$ cat config.mk
export PLATFORM = sky130hd
export DESIGN_NAME = ssa_sequencer
export DESIGN_NICKNAME = d
export VERILOG_FILES = /design/src/pkg/ssa_pkg.sv /design/src/rtl/ssa_edge.sv /design/src/rtl/ssa_sequencer.sv
export VERILOG_INCLUDE_DIRS = /design/src /design/src/pkg
export SDC_FILE = /design/constraint.sdc
export NUM_CORES = 1
export LEC_CHECK = 0
export ABC_AREA = 1
export BUFFER_PORTS_ARGS = -buffer_cell sky130_fd_sc_hd__buf_4
export CAP_MARGIN = 0
export CORE_MARGIN = 3
export CORE_UTILIZATION = 60
export CTS_CLUSTER_SIZE = 16
export DETAILED_ROUTE_END_ITERATION = 8
export HOLD_SLACK_MARGIN = 0.05
export PLACE_DENSITY = 0.81
export SYNTH_ARGS = -nofsm -noshare
export SYNTH_HDL_FRONTEND = slang
export SYNTH_SLANG_ARGS = --single-unit
export TNS_END_PERCENT = 5
$ cat constraint.sdc
create_clock -name core_clk -period 3.85 [get_ports core_clk]
set_clock_uncertainty 0.05 [all_clocks]
set_input_delay 0.77 -clock core_clk [delete_from_list [all_inputs] [get_ports core_clk]]
set_output_delay 0.77 -clock core_clk [all_outputs]
set_load 0.1 [all_outputs]
$ cat src/pkg/ssa_consts.svh
// Purpose: timing counts, widths and reset values of the serial sar sequencer
// Assumes: counts are in periods of the internal oscillator tick
// Notes:   included by the package, the sequencer and the property checks
`ifndef SSA_CONSTS_SVH
`define SSA_CONSTS_SVH

`define SSA_SHIFT_W      9
`define SSA_CODE_W       8
`define SSA_CHAN_W       2
`define SSA_TICK_W       6
`define SSA_READY_W      3

// one conversion, end to end
`define SSA_CONV_TICKS   6'h38
// oscillator ticks after select falls before serial data is valid
`define SSA_READY_TICKS  3'h5
// settle time before the first trial bit
`define SSA_SAMPLE_TICKS 6'h08
// ticks per trial bit; the compare is taken at the last tick of a step
`define SSA_STEP_TICKS   6'h06
`define SSA_DECIDE_OFS   6'h05

`define SSA_SHIFT_RST    9'h000
`define SSA_CODE_RST     8'h00
`define SSA_CHAN_RST     2'h0

`endif

$ cat src/pkg/ssa_pkg.sv
// Purpose: types shared by the serial sar sequencer files
// Assumes: constants come from ssa_consts.svh
// Notes:   host pins travel together as one packed struct
`include "ssa_consts.svh"

package ssa_pkg;

  typedef enum logic [1:0] {
    SSA_ST_IFACE = 2'b01,
    SSA_ST_CONV  = 2'b10
  } ssa_state_t;

  typedef struct packed {
    logic cs_n;
    logic sck;
    logic si;
    logic addr_latch_strobe;
  } ssa_host_pins_t;

  typedef struct packed {
    logic so_oe;
    logic eoc_n_oe;
  } ssa_pin_oe_t;

endpackage : ssa_pkg

$ cat src/rtl/ssa_edge.sv
// Purpose: rise and fall detect of one input level on core_clk
// Assumes: input is already synchronous to core_clk
// Notes:   reset value chosen per pin so no false edge after reset
`timescale 1ns/1ns

module ssa_edge #(
  parameter logic RST_VAL = 1'b0
) (
  // clock and reset
  input  wire logic core_clk,
  input  wire logic rst,
  // level in
  input  wire logic sig,
  // edges out
  output logic      rise,
  output logic      fall
);

  logic prev_q;
  logic prev_d;

  always_comb begin
    prev_d = sig;
  end

  always_ff @(posedge core_clk) begin
    if (rst) begin
      prev_q <= RST_VAL;
    end else begin
      prev_q <= prev_d;
    end
  end

  assign rise = sig & ~prev_q;
  assign fall = ~sig & prev_q;

endmodule : ssa_edge

$ cat src/rtl/ssa_sequencer.sv
// Purpose: serial host port and successive approximation sequencer
// Assumes: all pins synchronous to core_clk; oscillator seen as a level
// Notes:   open-drain pins are output enables only; the pin level is low
//          whenever its enable is high
// Notes on behaviour
// [RL1] host holds select low and sends a 2-bit channel code serially
// [RL2] each serial clock rise shifts the input bit into the 9-bit register
// [RL3] falling latch strobe copies the upper 2 shift bits into the channel latch
// [RL4] latched code picks input 0 to 3, bit 0 is the low weight
// [RL5] select high ignores host pins, floats serial output, runs conversions
// [RL6] result formed by successive approximation against an 8-bit dac
// [RL7] one conversion takes exactly 56 internal oscillator periods
// [RL8] last step loads result into shift register and flags end of conversion
// [RL9] with select still high a new conversion starts at once, forever
// [RL10] channel input and serial output only while select is low
// [RL11] in a select-low window host reads result and may reload channel
// [RL12] serial output valid only 5 oscillator periods after select falls
// [RL13] serial output changes on serial clock falls, floats while select high
// [RL14] end of conversion driven only while select high
// [RL15] result leaves msb first, one bit per serial clock
// [RL16] end of conversion stays asserted until select next falls
`timescale 1ns/1ns
`include "ssa_consts.svh"

module ssa_sequencer
  import ssa_pkg::*;
(
  // clock and reset
  input  wire logic                      core_clk,
  input  wire logic                      rst,
  // host side pins
  input  wire ssa_host_pins_t            host_pins,
  // internal oscillator
  input  wire logic                      osc_pin_a,
  // analog front end
  input  wire logic                      cmp_above,
  output logic [`SSA_CODE_W-1:0]         dac_code,
  output logic [`SSA_CHAN_W-1:0]         mux_sel,
  // open-drain pin controls
  output logic                           so_oe,
  output logic                           eoc_n_oe
);

  ssa_state_t                 state_q;
  ssa_state_t                 state_d;
  logic [`SSA_TICK_W-1:0]     tick_q;
  logic [`SSA_TICK_W-1:0]     tick_d;
  logic [`SSA_CODE_W-1:0]     approx_register_q;
  logic [`SSA_CODE_W-1:0]     approx_register_d;
  logic [`SSA_SHIFT_W-1:0]    shift_q;
  logic [`SSA_SHIFT_W-1:0]    shift_d;
  logic [`SSA_CHAN_W-1:0]     chan_q;
  logic [`SSA_CHAN_W-1:0]     chan_d;
  logic [`SSA_READY_W-1:0]    ready_cnt_q;
  logic [`SSA_READY_W-1:0]    ready_cnt_d;
  logic                       ready_q;
  logic                       ready_d;
  logic                       so_q;
  logic                       so_d;
  logic                       eoc_q;
  logic                       eoc_d;

  logic                       cs_fall;
  logic                       sck_rise;
  logic                       sck_fall;
  logic                       strobe_fall;
  logic                       osc_tick;
  logic                       iface;

  ssa_edge #(.RST_VAL(1'b1)) u_cs_edge (
    .core_clk (core_clk),
    .rst      (rst),
    .sig      (host_pins.cs_n),
    .rise     (),
    .fall     (cs_fall)
  );

  ssa_edge #(.RST_VAL(1'b1)) u_sck_edge (
    .core_clk (core_clk),
    .rst      (rst),
    .sig      (host_pins.sck),
    .rise     (sck_rise),
    .fall     (sck_fall)
  );

  ssa_edge #(.RST_VAL(1'b0)) u_strobe_edge (
    .core_clk (core_clk),
    .rst      (rst),
    .sig      (host_pins.addr_latch_strobe),
    .rise     (),
    .fall     (strobe_fall)
  );

  ssa_edge #(.RST_VAL(1'b0)) u_osc_edge (
    .core_clk (core_clk),
    .rst      (rst),
    .sig      (osc_pin_a),
    .rise     (osc_tick),
    .fall     ()
  );

  // host pins count only while select is low
  assign iface = ~host_pins.cs_n; // RL5 RL10

  // sequencer: state, tick counter, approximation register
  always_comb begin
    logic [`SSA_CODE_W-1:0] trial;
    trial             = approx_register_q;
    state_d           = state_q;
    tick_d            = tick_q;
    approx_register_d = approx_register_q;
    case (state_q)
      SSA_ST_IFACE: begin
        tick_d = '0;
        if (!iface) begin
          state_d           = SSA_ST_CONV; // RL5 RL11
          approx_register_d = `SSA_CODE_RST;
        end
      end
      SSA_ST_CONV: begin
        if (iface) begin
          // a select fall aborts a conversion; the shift register keeps its old bits
          state_d = SSA_ST_IFACE; // RL11
          tick_d  = '0;
        end else if (osc_tick) begin
          for (int k = 0; k < `SSA_CODE_W; k++) begin
            if (tick_q == `SSA_TICK_W'(`SSA_SAMPLE_TICKS + `SSA_STEP_TICKS * k)) begin
              trial[`SSA_CODE_W-1-k] = 1'b1; // RL6
            end
            if (tick_q == `SSA_TICK_W'(`SSA_SAMPLE_TICKS + `SSA_STEP_TICKS * k
                                      + `SSA_DECIDE_OFS)) begin
              if (!cmp_above) begin
                trial[`SSA_CODE_W-1-k] = 1'b0; // RL6
              end
            end
          end
          if (tick_q == `SSA_CONV_TICKS - 6'h01) begin
            tick_d            = '0; // RL7 RL9
            approx_register_d = `SSA_CODE_RST; // RL9
          end else begin
            tick_d            = tick_q + 6'h01; // RL7
            approx_register_d = trial;
          end
        end
      end
      default: begin
        state_d           = SSA_ST_IFACE;
        tick_d            = '0;
        approx_register_d = `SSA_CODE_RST;
      end
    endcase
  end

  always_ff @(posedge core_clk) begin
    if (rst) begin
      state_q           <= SSA_ST_IFACE;
      tick_q            <= '0;
      approx_register_q <= `SSA_CODE_RST;
    end else begin
      state_q           <= state_d;
      tick_q            <= tick_d;
      approx_register_q <= approx_register_d;
    end
  end

  // final result: last trial bit decided at the last tick
  logic                   conv_done;
  logic [`SSA_CODE_W-1:0] final_code;

  always_comb begin
    conv_done  = (state_q == SSA_ST_CONV) && !iface && osc_tick
                 && (tick_q == `SSA_CONV_TICKS - 6'h01); // RL7
    final_code = approx_register_q;
    if (!cmp_above) begin
      final_code[0] = 1'b0; // RL6
    end
  end

  // host port: shift register, channel latch, serial output
  always_comb begin
    shift_d     = shift_q;
    chan_d      = chan_q;
    ready_cnt_d = ready_cnt_q;
    ready_d     = ready_q;
    so_d        = so_q;
    eoc_d       = eoc_q;
    if (conv_done) begin
      // result lands msb at bit 0 so it leaves first, ahead of the zero in bit 8
      for (int i = 0; i < `SSA_CODE_W; i++) begin
        shift_d[i] = final_code[`SSA_CODE_W-1-i]; // RL8 RL15
      end
      shift_d[`SSA_SHIFT_W-1] = 1'b0;
      eoc_d = 1'b1; // RL8
    end
    if (cs_fall) begin
      eoc_d       = 1'b0; // RL16
      ready_cnt_d = '0;
      ready_d     = 1'b0;
    end else if (iface) begin
      if (osc_tick && !ready_q) begin
        if (ready_cnt_q == `SSA_READY_TICKS - 3'h1) begin
          ready_d = 1'b1; // RL12
          so_d    = shift_q[0];
        end else begin
          ready_cnt_d = ready_cnt_q + 3'h1; // RL12
        end
      end
      if (sck_rise) begin
        shift_d = {host_pins.si, shift_q[`SSA_SHIFT_W-1:1]}; // RL2 RL10
      end
      if (sck_fall && ready_q) begin
        so_d = shift_q[0]; // RL13 RL15
      end
      if (strobe_fall) begin
        chan_d = shift_q[`SSA_SHIFT_W-1 -: `SSA_CHAN_W]; // RL3
      end
    end else begin
      // drop ready while select is high, else the next window drives early
      ready_d = 1'b0; // RL12
    end
  end

  always_ff @(posedge core_clk) begin
    if (rst) begin
      shift_q     <= `SSA_SHIFT_RST;
      chan_q      <= `SSA_CHAN_RST;
      ready_cnt_q <= '0;
      ready_q     <= 1'b0;
      so_q        <= 1'b1;
      eoc_q       <= 1'b0;
    end else begin
      shift_q     <= shift_d;
      chan_q      <= chan_d;
      ready_cnt_q <= ready_cnt_d;
      ready_q     <= ready_d;
      so_q        <= so_d;
      eoc_q       <= eoc_d;
    end
  end

  assign dac_code = approx_register_q; // RL6
  assign mux_sel  = chan_q; // RL4
  // open drain: enable pulls the line low
  assign so_oe    = iface & ready_q & ~so_q; // RL13
  assign eoc_n_oe = ~iface & eoc_q; // RL14 RL16

endmodule : ssa_sequencer

==> metrics.txt, run 1 <==
syn_area_per_cell=6.42 sq um; async set-or-reset flop fraction in the synthesized netlist=0%; drt via density=4.99; critical path type=primary input to primary output; GP Congestion=between 0.9 and 1; crit path max-delay cell type=buf_4; starting density of the core=between 60 and 70%; Worst Path Max Fanout=6; WP buf/inv=2; most frequent cells in the layout=nand2_1 (73), inv_1 (58), nor2_1 (49), dfxtp_1 (37), nand3_1 (36); All-Layer GR Usage=23.2%; Final setup violation count=0; area grow syn2layout=13.7%; crit end category=primary output; Die Span Y=roughly 63 microns; Max clock buf depth=2; area of the die=around 4000 sq um; Final Worst Setup Slack=about 1.6 ns; mux contribution to synthesized area=0%; Critical Path RT=3.03 ns; Initial DRC Count=109; DP Worst Slack=approximately 1.6 ns; num ports=20; final hold violation count=0; Port Buf Inserts=19; Min-Delay Path Class=flop to flop; first-pass GRT wire length=about 7400 microns; Syn Nets=318; Synth Area in Simple Gates=roughly 41%; via count=around 1,900; postcts setup bufs=0; # rows=20; Antenna Cells=0; max-capacitance violation count=0; commonest non-fill, non-tap cell in the layout=nand2_1; DRC=0; nets=341; Final Cycle Share=approximately 57%; xor-xnor portion of the synthesized cell area=less than 1%; slew margin rel.=58.0%; clk sinks=37; total CTS buffers=5; share of layout cells above drive strength 1=between 10% and 20%; crit-path most repeated cell=buf_4; pin count of the biggest net entering global routing=25; total negative slack=0 ns; Yosys cell types=21; Final ANT Viol Nets=0; Synth Register Bits=37; root buffer cell=clkbuf_4; max-slew violation count=0; slowest stage delay, CP=0.32 ns; hold-fix buffers at CTS=0; cell area after synthesis=around 2000 sq um; complex-gate fraction of the synthesized area=approximately 4.7%; post_cts resized=0; Avg WL per Cell=10.9 microns; die width=between 60 and 70 microns; fmax=~450 MHz; Max IR drop VDD=between 0.00015 and 0.0002 V; largest family of logic cells by synthesized area=simple AND/OR/NAND/NOR gates; Post-Synthesis Cells=roughly 300; Worst Max-Slew Pin Slew=around 0.63 ns; power per standard cell area=around 330 nW/um^2; number of global-route vias before repair=approximately 1,800; Max H-tree Level=2; GRT Residual Overflow=0; dominant synthesized flop cell=dfxtp_1; RSZ-0062 raised after global routing=no; core box area=3080 sq um; fin crit period=2.21 ns; Post-synth EDFFs=0; worst path cell trace=buf_4 -> nor3_1 -> buf_4; Data arrival, critical path=between 1 and 1.5 ns; sequential-to-total area share from yosys stat=between 30% and 40%; insertion delay to the later sink of the worst-skew pair=approximately 0.35 ns; final WL=~4000 microns; Worst-path clk slew=approximately 0.11 ns; CTS tree=yes; TritonRoute pass-1 iters=5; startpoint types=primary input; status=finished, final reports clean; Largest delay share family, worst path=buffers and inverters; Leak=~1.1 nW; initial antenna violation count=0; Final Cell Area=between 2000 and 2500 sq um; placed wire-length estimate=between 3000 and 4000 microns; Yosys warnings=0; Synth Area in Adders=3.85%; DP Area=2130 sq um
## path summary, 6_finish.rpt
kind | start | endpoint | slack, ns | cells past startpoint
worst max-delay path | host_pins[3] | so_oe | 1.64 | 3
worst min-delay path | eoc_q | eoc_q | 0.42 | 2
worst max register to register | tick_q[0] | shift_q[2] | 2.29 | 8
worst min register to register | eoc_q | eoc_q | 0.42 | 2
## sequential cells by signal, summed over array words and instances (netlist names), 2 cells and up
register / cells
state_q: 2
ready_cnt_q: 3
mux_sel: 2
dac_code: 8
shift_q: 9
tick_q: 6
## logic make-up (layout without fill, tap and decap cells)
logic type	count (synthesis)	count (layout)
fa+ha+maj	6	6
buf+inv	61	85
compound gates	18	18
simple gates	180	180
xor+xnor	2	2
flops	37	37
## layout make-up
type	count	area, sq um
clock buffer	7	55.1
inverter	58	218
tap	44	55.1
fill	288	858
timing repair buffer	19	143
sequential	37	741
clock inverter	1	30.0
multi-input combinational	206	978
## report_power, final
| group | switching [mW] | internal (mW) |
|---|---|---|
| registers | 0.00345 | 0.388 |
| clock network | 0.126 | 0.155 |
| logic | 0.0358 | 0.0168 |
## cells in the mapped netlist, drive strengths merged (2+ instances only)
master  number  area share, %
nor2        53             11
nand2       77             16
clkbuf       2           0.38
a21oi        6            1.5
ha           6            3.8
inv         58             11
o21ai       11            2.8
nand3       38             10
xor2         2           0.90
nor3         5            1.3
dfxtp       37             38
nand4        6            1.9
## routing by layer
layer | routed length [microns] | vias up | global-route usage [%]
met5 | 0 | - | 0
met4 | 56 | 0 | 8.54
met3 | 199 | 5 | 5.04
met2 | 1930 | 48 | 39.5
met1 | 1870 | 822 | 28.4
li1 | - | 983 | -
## worst reg2reg max path, cell delays in order, from the launching register on
cell and delay, ns:
dfxtp_1 0.41, ha_1 0.23, nand3_1 0.14, nor2_4 0.24, nand2_4 0.14, nand2_1 0.08, nand3_1 0.07, nand2_1 0.08
inv_1 0.03
## stage by stage
step / hold WS, ns / power (mW) / cells / utilization (%)
4_1_cts: 0.416 / 0.731 / 372 / 72.1
5_1_grt: 0.451 / 0.757 / 372 / 72.1
6_report: 0.422 / 0.725 / 372 / 72.1
3_3_place_gp: 0.392 / 0.452 / 364 / 69.3
2_1_floorplan: 0.380 / 0.436 / 304 / -
3_5_place_dp: 0.399 / 0.453 / 364 / 69.3
(Power assumes the default switching activity.)
==> inputs of run 2 (changes only) <==
--- a/config.mk
+++ b/config.mk
@@ -10,11 +10,11 @@
 export BUFFER_PORTS_ARGS = -buffer_cell sky130_fd_sc_hd__buf_4
 export CAP_MARGIN = 0
 export CORE_MARGIN = 3
-export CORE_UTILIZATION = 60
+export CORE_UTILIZATION = 52
 export CTS_CLUSTER_SIZE = 16
 export DETAILED_ROUTE_END_ITERATION = 8
 export HOLD_SLACK_MARGIN = 0.05
-export PLACE_DENSITY = 0.81
+export PLACE_DENSITY = 0.75
 export SYNTH_ARGS = -nofsm -noshare
 export SYNTH_HDL_FRONTEND = slang
 export SYNTH_SLANG_ARGS = --single-unit
==> constraint.sdc (replaced) <==
create_clock -name core_clk -period 1.9 [get_ports core_clk]
set_clock_uncertainty 0.05 [all_clocks]
set_input_delay 0.38 -clock core_clk [delete_from_list [all_inputs] [get_ports core_clk]]
set_output_delay 0.38 -clock core_clk [all_outputs]
set_load 0.1 [all_outputs]
==> run 2 against run 1 <==
- register-to-register slack got worse by 2.0 ns
- worst setup slack got worse by 1.3 ns
- clock power grew to 2.9 times the previous value
- non-clock buffer count increased by 2
- largest power group is now the clock network
==> metrics.txt, run 2 (synthesis gave the netlist of run 1 again) <==
Tot Pwr=1.71 mW (was 0.725 mW); first-pass GRT wire length=7300 microns (was 7440 microns); GRT Residual Overflow=0 (unchanged); area grow syn2layout=17.7% (was 13.7%); Worst Max-Slew Pin Slew=0.486 ns (was 0.629 ns); startpoint types=flop (was primary input); total CTS buffers=5 (unchanged); max-capacitance violation count=0 (unchanged); Max H-tree Level=2 (unchanged); worst path cell trace=inv_1 -> nor3_4 -> buf_4 (was buf_4 -> nor3_1 -> buf_4); crit path max-delay cell type=dfxtp_1 (was buf_4); WP buf/inv=2 (unchanged); crit end category=primary output (unchanged); drt via density=4.91 (was 4.99); Avg WL per Cell=11.0 microns (was 10.9 microns); RSZ-0062 raised after global routing=no (unchanged); GP Congestion=0.931 (was 0.974); fin crit period=1.60 ns; status=finished, final reports clean (unchanged); post_cts resized=0 (unchanged); slowest stage delay, CP=0.37 ns (was 0.32 ns); DP Worst Slack=0.249 ns (was 1.64 ns); max-slew violation count=0 (unchanged); Post-Route Utilization=66.2% (was 72.1%); nets=343 (was 341); placed wire-length estimate=3130 microns (was 3030 microns); Max clock buf depth=2 (unchanged); met2 GRT Util=34.6% (was 39.5%); area of the die=4520 sq um (was 3970 sq um); TritonRoute pass-1 iters=4 (was 5); Final ANT Viol Nets=0 (unchanged); final hold violation count=0 (unchanged); DRC=0 (unchanged); number of global-route vias before repair=1,672 (was 1,756); busiest grt layer=met2 (unchanged); Critical Path RT=1.47 ns (was 3.03 ns); Data arrival, critical path=1.17 ns (was 1.39 ns); # rows=21 (was 20); root buffer cell=clkbuf_8 (was clkbuf_4); starting density of the core=56.3% (was 63.4%); Final Worst Setup Slack=0.297 ns (was 1.64 ns); Final Cycle Share=roughly 84%; Largest register FFs=9 (unchanged); slew margin rel.=67.5% (was 58.0%); Port Buf Inserts=19 (unchanged); Hold WS=0.219 ns (was 0.422 ns); commonest non-fill, non-tap cell in the layout=nand2_1 (unchanged); initial antenna violation count=0 (unchanged); clk sinks=37 (unchanged); Max IR drop VDD=0.000508 V (was 0.000181 V); via count=1,847 (was 1,858); final WL=4150 microns (was 4050 microns); GR Layer Usage met3=4.99% (was 5.04%); pin count of the biggest net entering global routing=23 (was 25); fmax=624 MHz; share of layout cells above drive strength 1=12.1% (was 11.0%); postcts setup bufs=0 (unchanged); Largest delay share family, worst path=buffers and inverters (unchanged); register with the most flip-flops=shift_q (unchanged); Worst Path Max Fanout=3 (was 6); hold-fix buffers at CTS=0 (unchanged); critical path type=flop to primary output (was primary input to primary output); total negative slack=0 ns (unchanged); Min-Delay Path Class=primary input to flop (was flop to flop); num ports=20 (unchanged); Final setup violation count=0 (unchanged); power per standard cell area=745 nW/um^2 (was 327 nW/um^2); die width=67.3 microns (was 63.0 microns); Worst-path clk slew=0.08 ns (was 0.11 ns); most frequent cells in the layout=nand2_1 (73), inv_1 (58), nor2_1 (49), dfxtp_1 (37), nand3_1 (36) (unchanged); Die Span Y=67.3 microns (was 63.0 microns); CTS tree=yes (unchanged); core box area=3470 sq um (was 3080 sq um); All-Layer GR Usage=21.5% (was 23.2%); Antenna Cells=0 (unchanged); Initial DRC Count=85 (was 109); met1 GRT Util=27.1% (was 28.4%); Leak=1.16 nW (was 1.12 nW); insertion delay to the later sink of the worst-skew pair=0.30 ns (was 0.35 ns)
## run 2: cell types whose count changed in the layout (fill, tap and decap cells not counted)
| cell | previous run | this run |
|---|---|---|
| clkinv_2 | 0 | 1 |
| clkbuf_1 | 1 | 0 |
| buf_4 | 19 | 21 |
| clkbuf_8 | 1 | 5 |
| nor3_1 | 5 | 4 |
| bufinv_16 | 1 | 2 |
| clkbuf_4 | 5 | 0 |
| nor3_4 | 0 | 1 |
## run 2: final timing paths
kind / from / to / slack, ns / cells after the start
worst min register to register: eoc_q / eoc_q / 0.42 / 2
worst max-delay path: ready_q / so_oe / 0.30 / 3
worst min-delay path: rst / u_strobe_edge.prev_q / 0.22 / 2
worst max register to register: tick_q[0] / shift_q[4] / 0.34 / 8
## run 2: worst reg2reg max path: cells and delay by family (launching register included)
kind          cells  cell delay (ns)
flops             1             0.40
simple gates      6             0.74
fa+ha+maj         1             0.24
buf+inv           1             0.03
## run 2: final cells by class
| cell class | count | area [sq um] |
|---|---|---|
| flip-flops and latches | 37 | 741 |
| fillers | 350 | 1170 |
| clock inverters | 3 | 65.1 |
| repair buffers | 21 | 158 |
| clock buffers | 5 | 68.8 |
| inverters | 58 | 218 |
| well taps | 46 | 57.6 |
| multi-input cells | 206 | 990 |
## run 2: stage by stage
step,area [sq um],std cells
floorplan,1960,304
global placement,2160,368
detailed placement,2160,368
CTS,2300,376
global route,2300,376
finish,2300,376
## run 2: power by group
group,internal [mW],switching (mW),total (mW)
Clock,0.521,0.285,0.806
Combinational,0.0370,0.0737,0.111
Sequential,0.787,0.00686,0.793
Total,1.34,0.366,1.71
## run 2: layer usage
metal | vias up | routed length (microns)
li1 | 982 | -
met2 | 40 | 1920
met5 | - | 0
met4 | 0 | 96
met1 | 815 | 1940
met3 | 10 | 195
==> inputs of run 3 (changes only) <==
--- a/config.mk
+++ b/config.mk
@@ -6,15 +6,15 @@
 export SDC_FILE = /design/constraint.sdc
 export NUM_CORES = 1
 export LEC_CHECK = 0
-export ABC_AREA = 1
+export ABC_AREA = 0
 export BUFFER_PORTS_ARGS = -buffer_cell sky130_fd_sc_hd__buf_4
 export CAP_MARGIN = 0
 export CORE_MARGIN = 3
-export CORE_UTILIZATION = 52
+export CORE_UTILIZATION = 57
 export CTS_CLUSTER_SIZE = 16
 export DETAILED_ROUTE_END_ITERATION = 8
 export HOLD_SLACK_MARGIN = 0.05
-export PLACE_DENSITY = 0.75
+export PLACE_DENSITY = 0.78
 export SYNTH_ARGS = -nofsm -noshare
 export SYNTH_HDL_FRONTEND = slang
 export SYNTH_SLANG_ARGS = --single-unit
==> constraint.sdc (replaced) <==
create_clock -name core_clk -period 1.7 [get_ports core_clk]
set_clock_uncertainty 0.05 [all_clocks]
set_input_delay 0.34 -clock core_clk [delete_from_list [all_inputs] [get_ports core_clk]]
set_output_delay 0.34 -clock core_clk [all_outputs]
set_load 0.1 [all_outputs]
==> run 3 against run 2 <==
- via count shrank 20%
- worst setup slack lost 0.22 ns
- hold slack lost 0.092 ns
- register-to-register slack lost 0.26 ns
- sequential share of layout area grew 2.2 points
- cell area shrank 6.1%
- utilization grew 8.8 points
- sequential power grew 12%
- first-iteration DRC count grew 8.2%
- clock-buffer cell count grew 1
- critical path type is now flop to flop
- critical endpoint is now dac_code[6]
- highest routed layer unchanged
==> metrics.txt, run 3 <==
status=finished, final reports clean (unchanged); Avg WL per Cell=14.9 microns (was 11.0 microns); Final setup violation count=0 (unchanged); max-slew violation count=0 (unchanged); cell area after synthesis=1790 sq um (was 1950 sq um); hold-fix buffers at CTS=0 (unchanged); Port Buf Inserts=19 (unchanged); root buffer cell=clkbuf_4 (was clkbuf_8); area grow syn2layout=20.6% (was 17.7%); Cell Count, Final, Fillers Out=261 (was 376); starting density of the core=62.2% (was 56.3%); initial antenna violation count=0 (unchanged); RSZ-0062 raised after global routing=no (unchanged); sequential-to-total area share from yosys stat=41.4% (was 37.9%); worst path cell trace=ha_1 -> and2_2 -> a311oi_4 -> o21bai_4 -> a211oi_1 (was inv_1 -> nor3_4 -> buf_4); number of global-route vias before repair=1,410 (was 1,672); syn_area_per_cell=9.56 sq um (was 6.42 sq um); Max clock buf depth=2 (unchanged); CTS tree=yes (unchanged); total CTS buffers=5 (unchanged); busiest grt layer=met2 (unchanged); drt via density=5.64 (was 4.91); Max IR drop VDD=0.000914 V (was 0.000508 V); area of the die=3840 sq um (was 4520 sq um); final hold violation count=0 (unchanged); first-pass GRT wire length=6270 microns (was 7300 microns); share of layout cells above drive strength 1=26.9% (was 12.1%); Max H-tree Level=2 (unchanged); Final ANT Viol Nets=0 (unchanged); Min-Delay Path Class=primary input to flop (unchanged); Critical Path RT=1.93 ns (was 1.47 ns); Yosys top cell area share=41.4% (was 37.9%); Yosys top cell by area=dfxtp_1 (unchanged); commonest non-fill, non-tap cell in the layout=dfxtp_1 (was nand2_1); placed wire-length estimate=2830 microns (was 3130 microns); via count=1,472 (was 1,847); Largest register FFs=9 (unchanged); dominant synthesized flop cell=dfxtp_1 (unchanged); met1 GRT Util=28.1% (was 27.1%); most numerous cell in the Yosys netlist=dfxtp_1 (was nand2_1); crit path max-delay cell type=dfxtp_1 (unchanged); DRC=0 (unchanged); GP Congestion=0.801 (was 0.931); Post-Synthesis Cells=187 (was 304); max-capacitance violation count=0 (unchanged); insertion delay to the later sink of the worst-skew pair=0.37 ns (was 0.30 ns); final WL=3890 microns (was 4150 microns); core box area=2880 sq um (was 3470 sq um); GR Layer Usage met3=5.58% (was 4.99%); TritonRoute pass-1 iters=4 (unchanged); Post-Place Cells=252 (was 368); top post-synthesis cells by count=dfxtp_1 (37), nor2_1 (28), inv_1 (11), mux2i_1 (11), a211oi_1 (9) (was nand2_1 (73), inv_1 (58), nor2_1 (49)); Yosys warnings=0 (unchanged); register with the most flip-flops=shift_q (unchanged); startpoint types=flop (unchanged); die width=62.0 microns (was 67.3 microns); Synth Register Bits=37 (unchanged); Final Cycle Share=a little over nine tenths; slew margin rel.=73.8% (was 67.5%); Data arrival, critical path=1.85 ns (was 1.17 ns); crit end category=flop (was primary output); power per standard cell area=768 nW/um^2 (was 745 nW/um^2); Antenna Cells=0 (unchanged); Yosys cell types=41 (was 21); Largest delay share family, worst path=compound AO/OA/AOI/OAI gates (was buffers and inverters); Worst-path clk slew=0.12 ns (was 0.08 ns); clk sinks=37 (unchanged); fin crit period=about 1.6 ns; critical path type=flop to flop (was flop to primary output); most frequent cells in the layout=dfxtp_1 (36), buf_4 (29), nor2_1 (27), inv_1 (11), mux2i_1 (11) (was nand2_1 (73), inv_1 (58), nor2_1 (49), dfxtp_1 (37), nand3_1 (36)); Syn Nets=201 (was 318); Initial DRC Count=92 (was 85); slowest stage delay, CP=0.36 ns (was 0.37 ns); Worst Path Max Fanout=8 (was 3); Leak=0.911 nW (was 1.16 nW); async set-or-reset flop fraction in the synthesized netlist=0% (unchanged); GRT Residual Overflow=0 (unchanged); met2 GRT Util=37.3% (was 34.6%); DP Area=2020 sq um (was 2160 sq um); nets=232 (was 343); WP buf/inv=0 (was 2); num ports=20 (unchanged); Die Span Y=62.0 microns (was 67.3 microns); Post-synth EDFFs=0 (unchanged); synth top area cells=dfxtp_1 (41%), mux2i_1 (6.2%), nor2_1 (5.9%), ha_1 (4.2%), a211oi_1 (3.8%) (was dfxtp_1 (38%), nand2_1 (14%), inv_1 (11%), nor2_1 (9.4%), nand3_1 (9.2%)); Final Cell Area=2160 sq um (was 2300 sq um); Worst Max-Slew Pin Slew=0.392 ns (was 0.486 ns); fmax=617 MHz; pin count of the biggest net entering global routing=22 (was 23); # rows=19 (was 21); All-Layer GR Usage=22.9% (was 21.5%)
==> run 3: changes by cell type after synthesis, moves of 5 or more <==
cell / previous run / this run
inv_1: 58 / 11
and3_1: 0 / 5
a211oi_1: 1 / 9
o21ai_0: 10 / 0
nor2b_1: 0 / 6
nand2_1: 73 / 6
nor2_1: 49 / 28
a31oi_1: 0 / 5
nand3_1: 36 / 3
mux2i_1: 0 / 11
==> run 3: logic make-up (layout without fill, tap and decap cells) <==
logic type      after synthesis  after routing  synth area share (%)
mux                          11             11                  6.16
buf+inv                      18             49                  5.18
fa+ha+maj                     6              6                  4.20
flops                        37             37                  41.4
compound gates               36             36                  16.0
simple gates                 72             73                  23.7
xor+xnor                      7              7                  3.43
==> run 3: where the power goes <==
part           switching [mW]  total, mW  internal, mW
clock                   0.305      0.654         0.349
combinational          0.0654      0.116        0.0504
sequential            0.00825      0.887         0.879
total                   0.379       1.66          1.28
==> run 3: cell type report <==
type	count	area [sq um]
multi-input combinational	133	1000
sequential	37	742
fill	225	719
timing repair buffer	30	229
tap	42	52.6
clock buffer	6	51.3
inverter	11	41.3
clock inverter	2	37.5
==> run 3: routing by layer <==
layer | wire, microns | vias up
li1 | - | 727
met4 | 76 | 0
met3 | 126 | 7
met2 | 1860 | 24
met1 | 1820 | 714
met5 | 0 | -
==> run 3: repair_timing <==
item | 4_1_cts | 5_1_grt
resized for setup | 1 | 5
pin swaps | 0 | 2
gates cloned | 0 | 1
setup buffers | 0 | 0
setup endpoints to repair | 3 | 8
==> run 3: through the flow <==
stage | total power, mW | hold WS (ns) | utilization (%) | setup slack (ns) | TNS (ns)
2_1_floorplan | 0.978 | 0.397 | - | -0.364 | -0.364
3_3_place_gp | 1.01 | 0.424 | 70.3 | 0.0674 | 0
3_5_place_dp | 1.01 | 0.430 | 70.3 | -0.00222 | -0.00222
4_1_cts | 1.67 | 0.118 | 73.7 | 0.0140 | 0
5_1_grt | 1.71 | 0.116 | 75.0 | 0.0147 | 0
6_report | 1.66 | 0.126 | 75.0 | 0.0784 | 0
==> run 3: path summary, 6_finish.rpt <==
path / slack, ns / from / depth (start not counted) / endpoint
worst max-delay path: 0.08 / tick_q[1] / 5 / dac_code[6]
worst min-delay path: 0.13 / host_pins[2] / 2 / u_sck_edge.prev_q
worst max register to register: 0.08 / tick_q[1] / 5 / dac_code[6]
worst min register to register: 0.45 / eoc_q / 2 / eoc_q
==> run 3: worst register-to-register path: cells and delay by family (launching register included) <==
| family | cells | cell delay [ns] |
|---|---|---|
| AO/OA/AOI/OAI | 3 | 0.69 |
| flip-flops | 1 | 0.36 |
| adder cells (fa/ha/maj) | 1 | 0.20 |
| AND/OR/NAND/NOR | 1 | 0.25 |
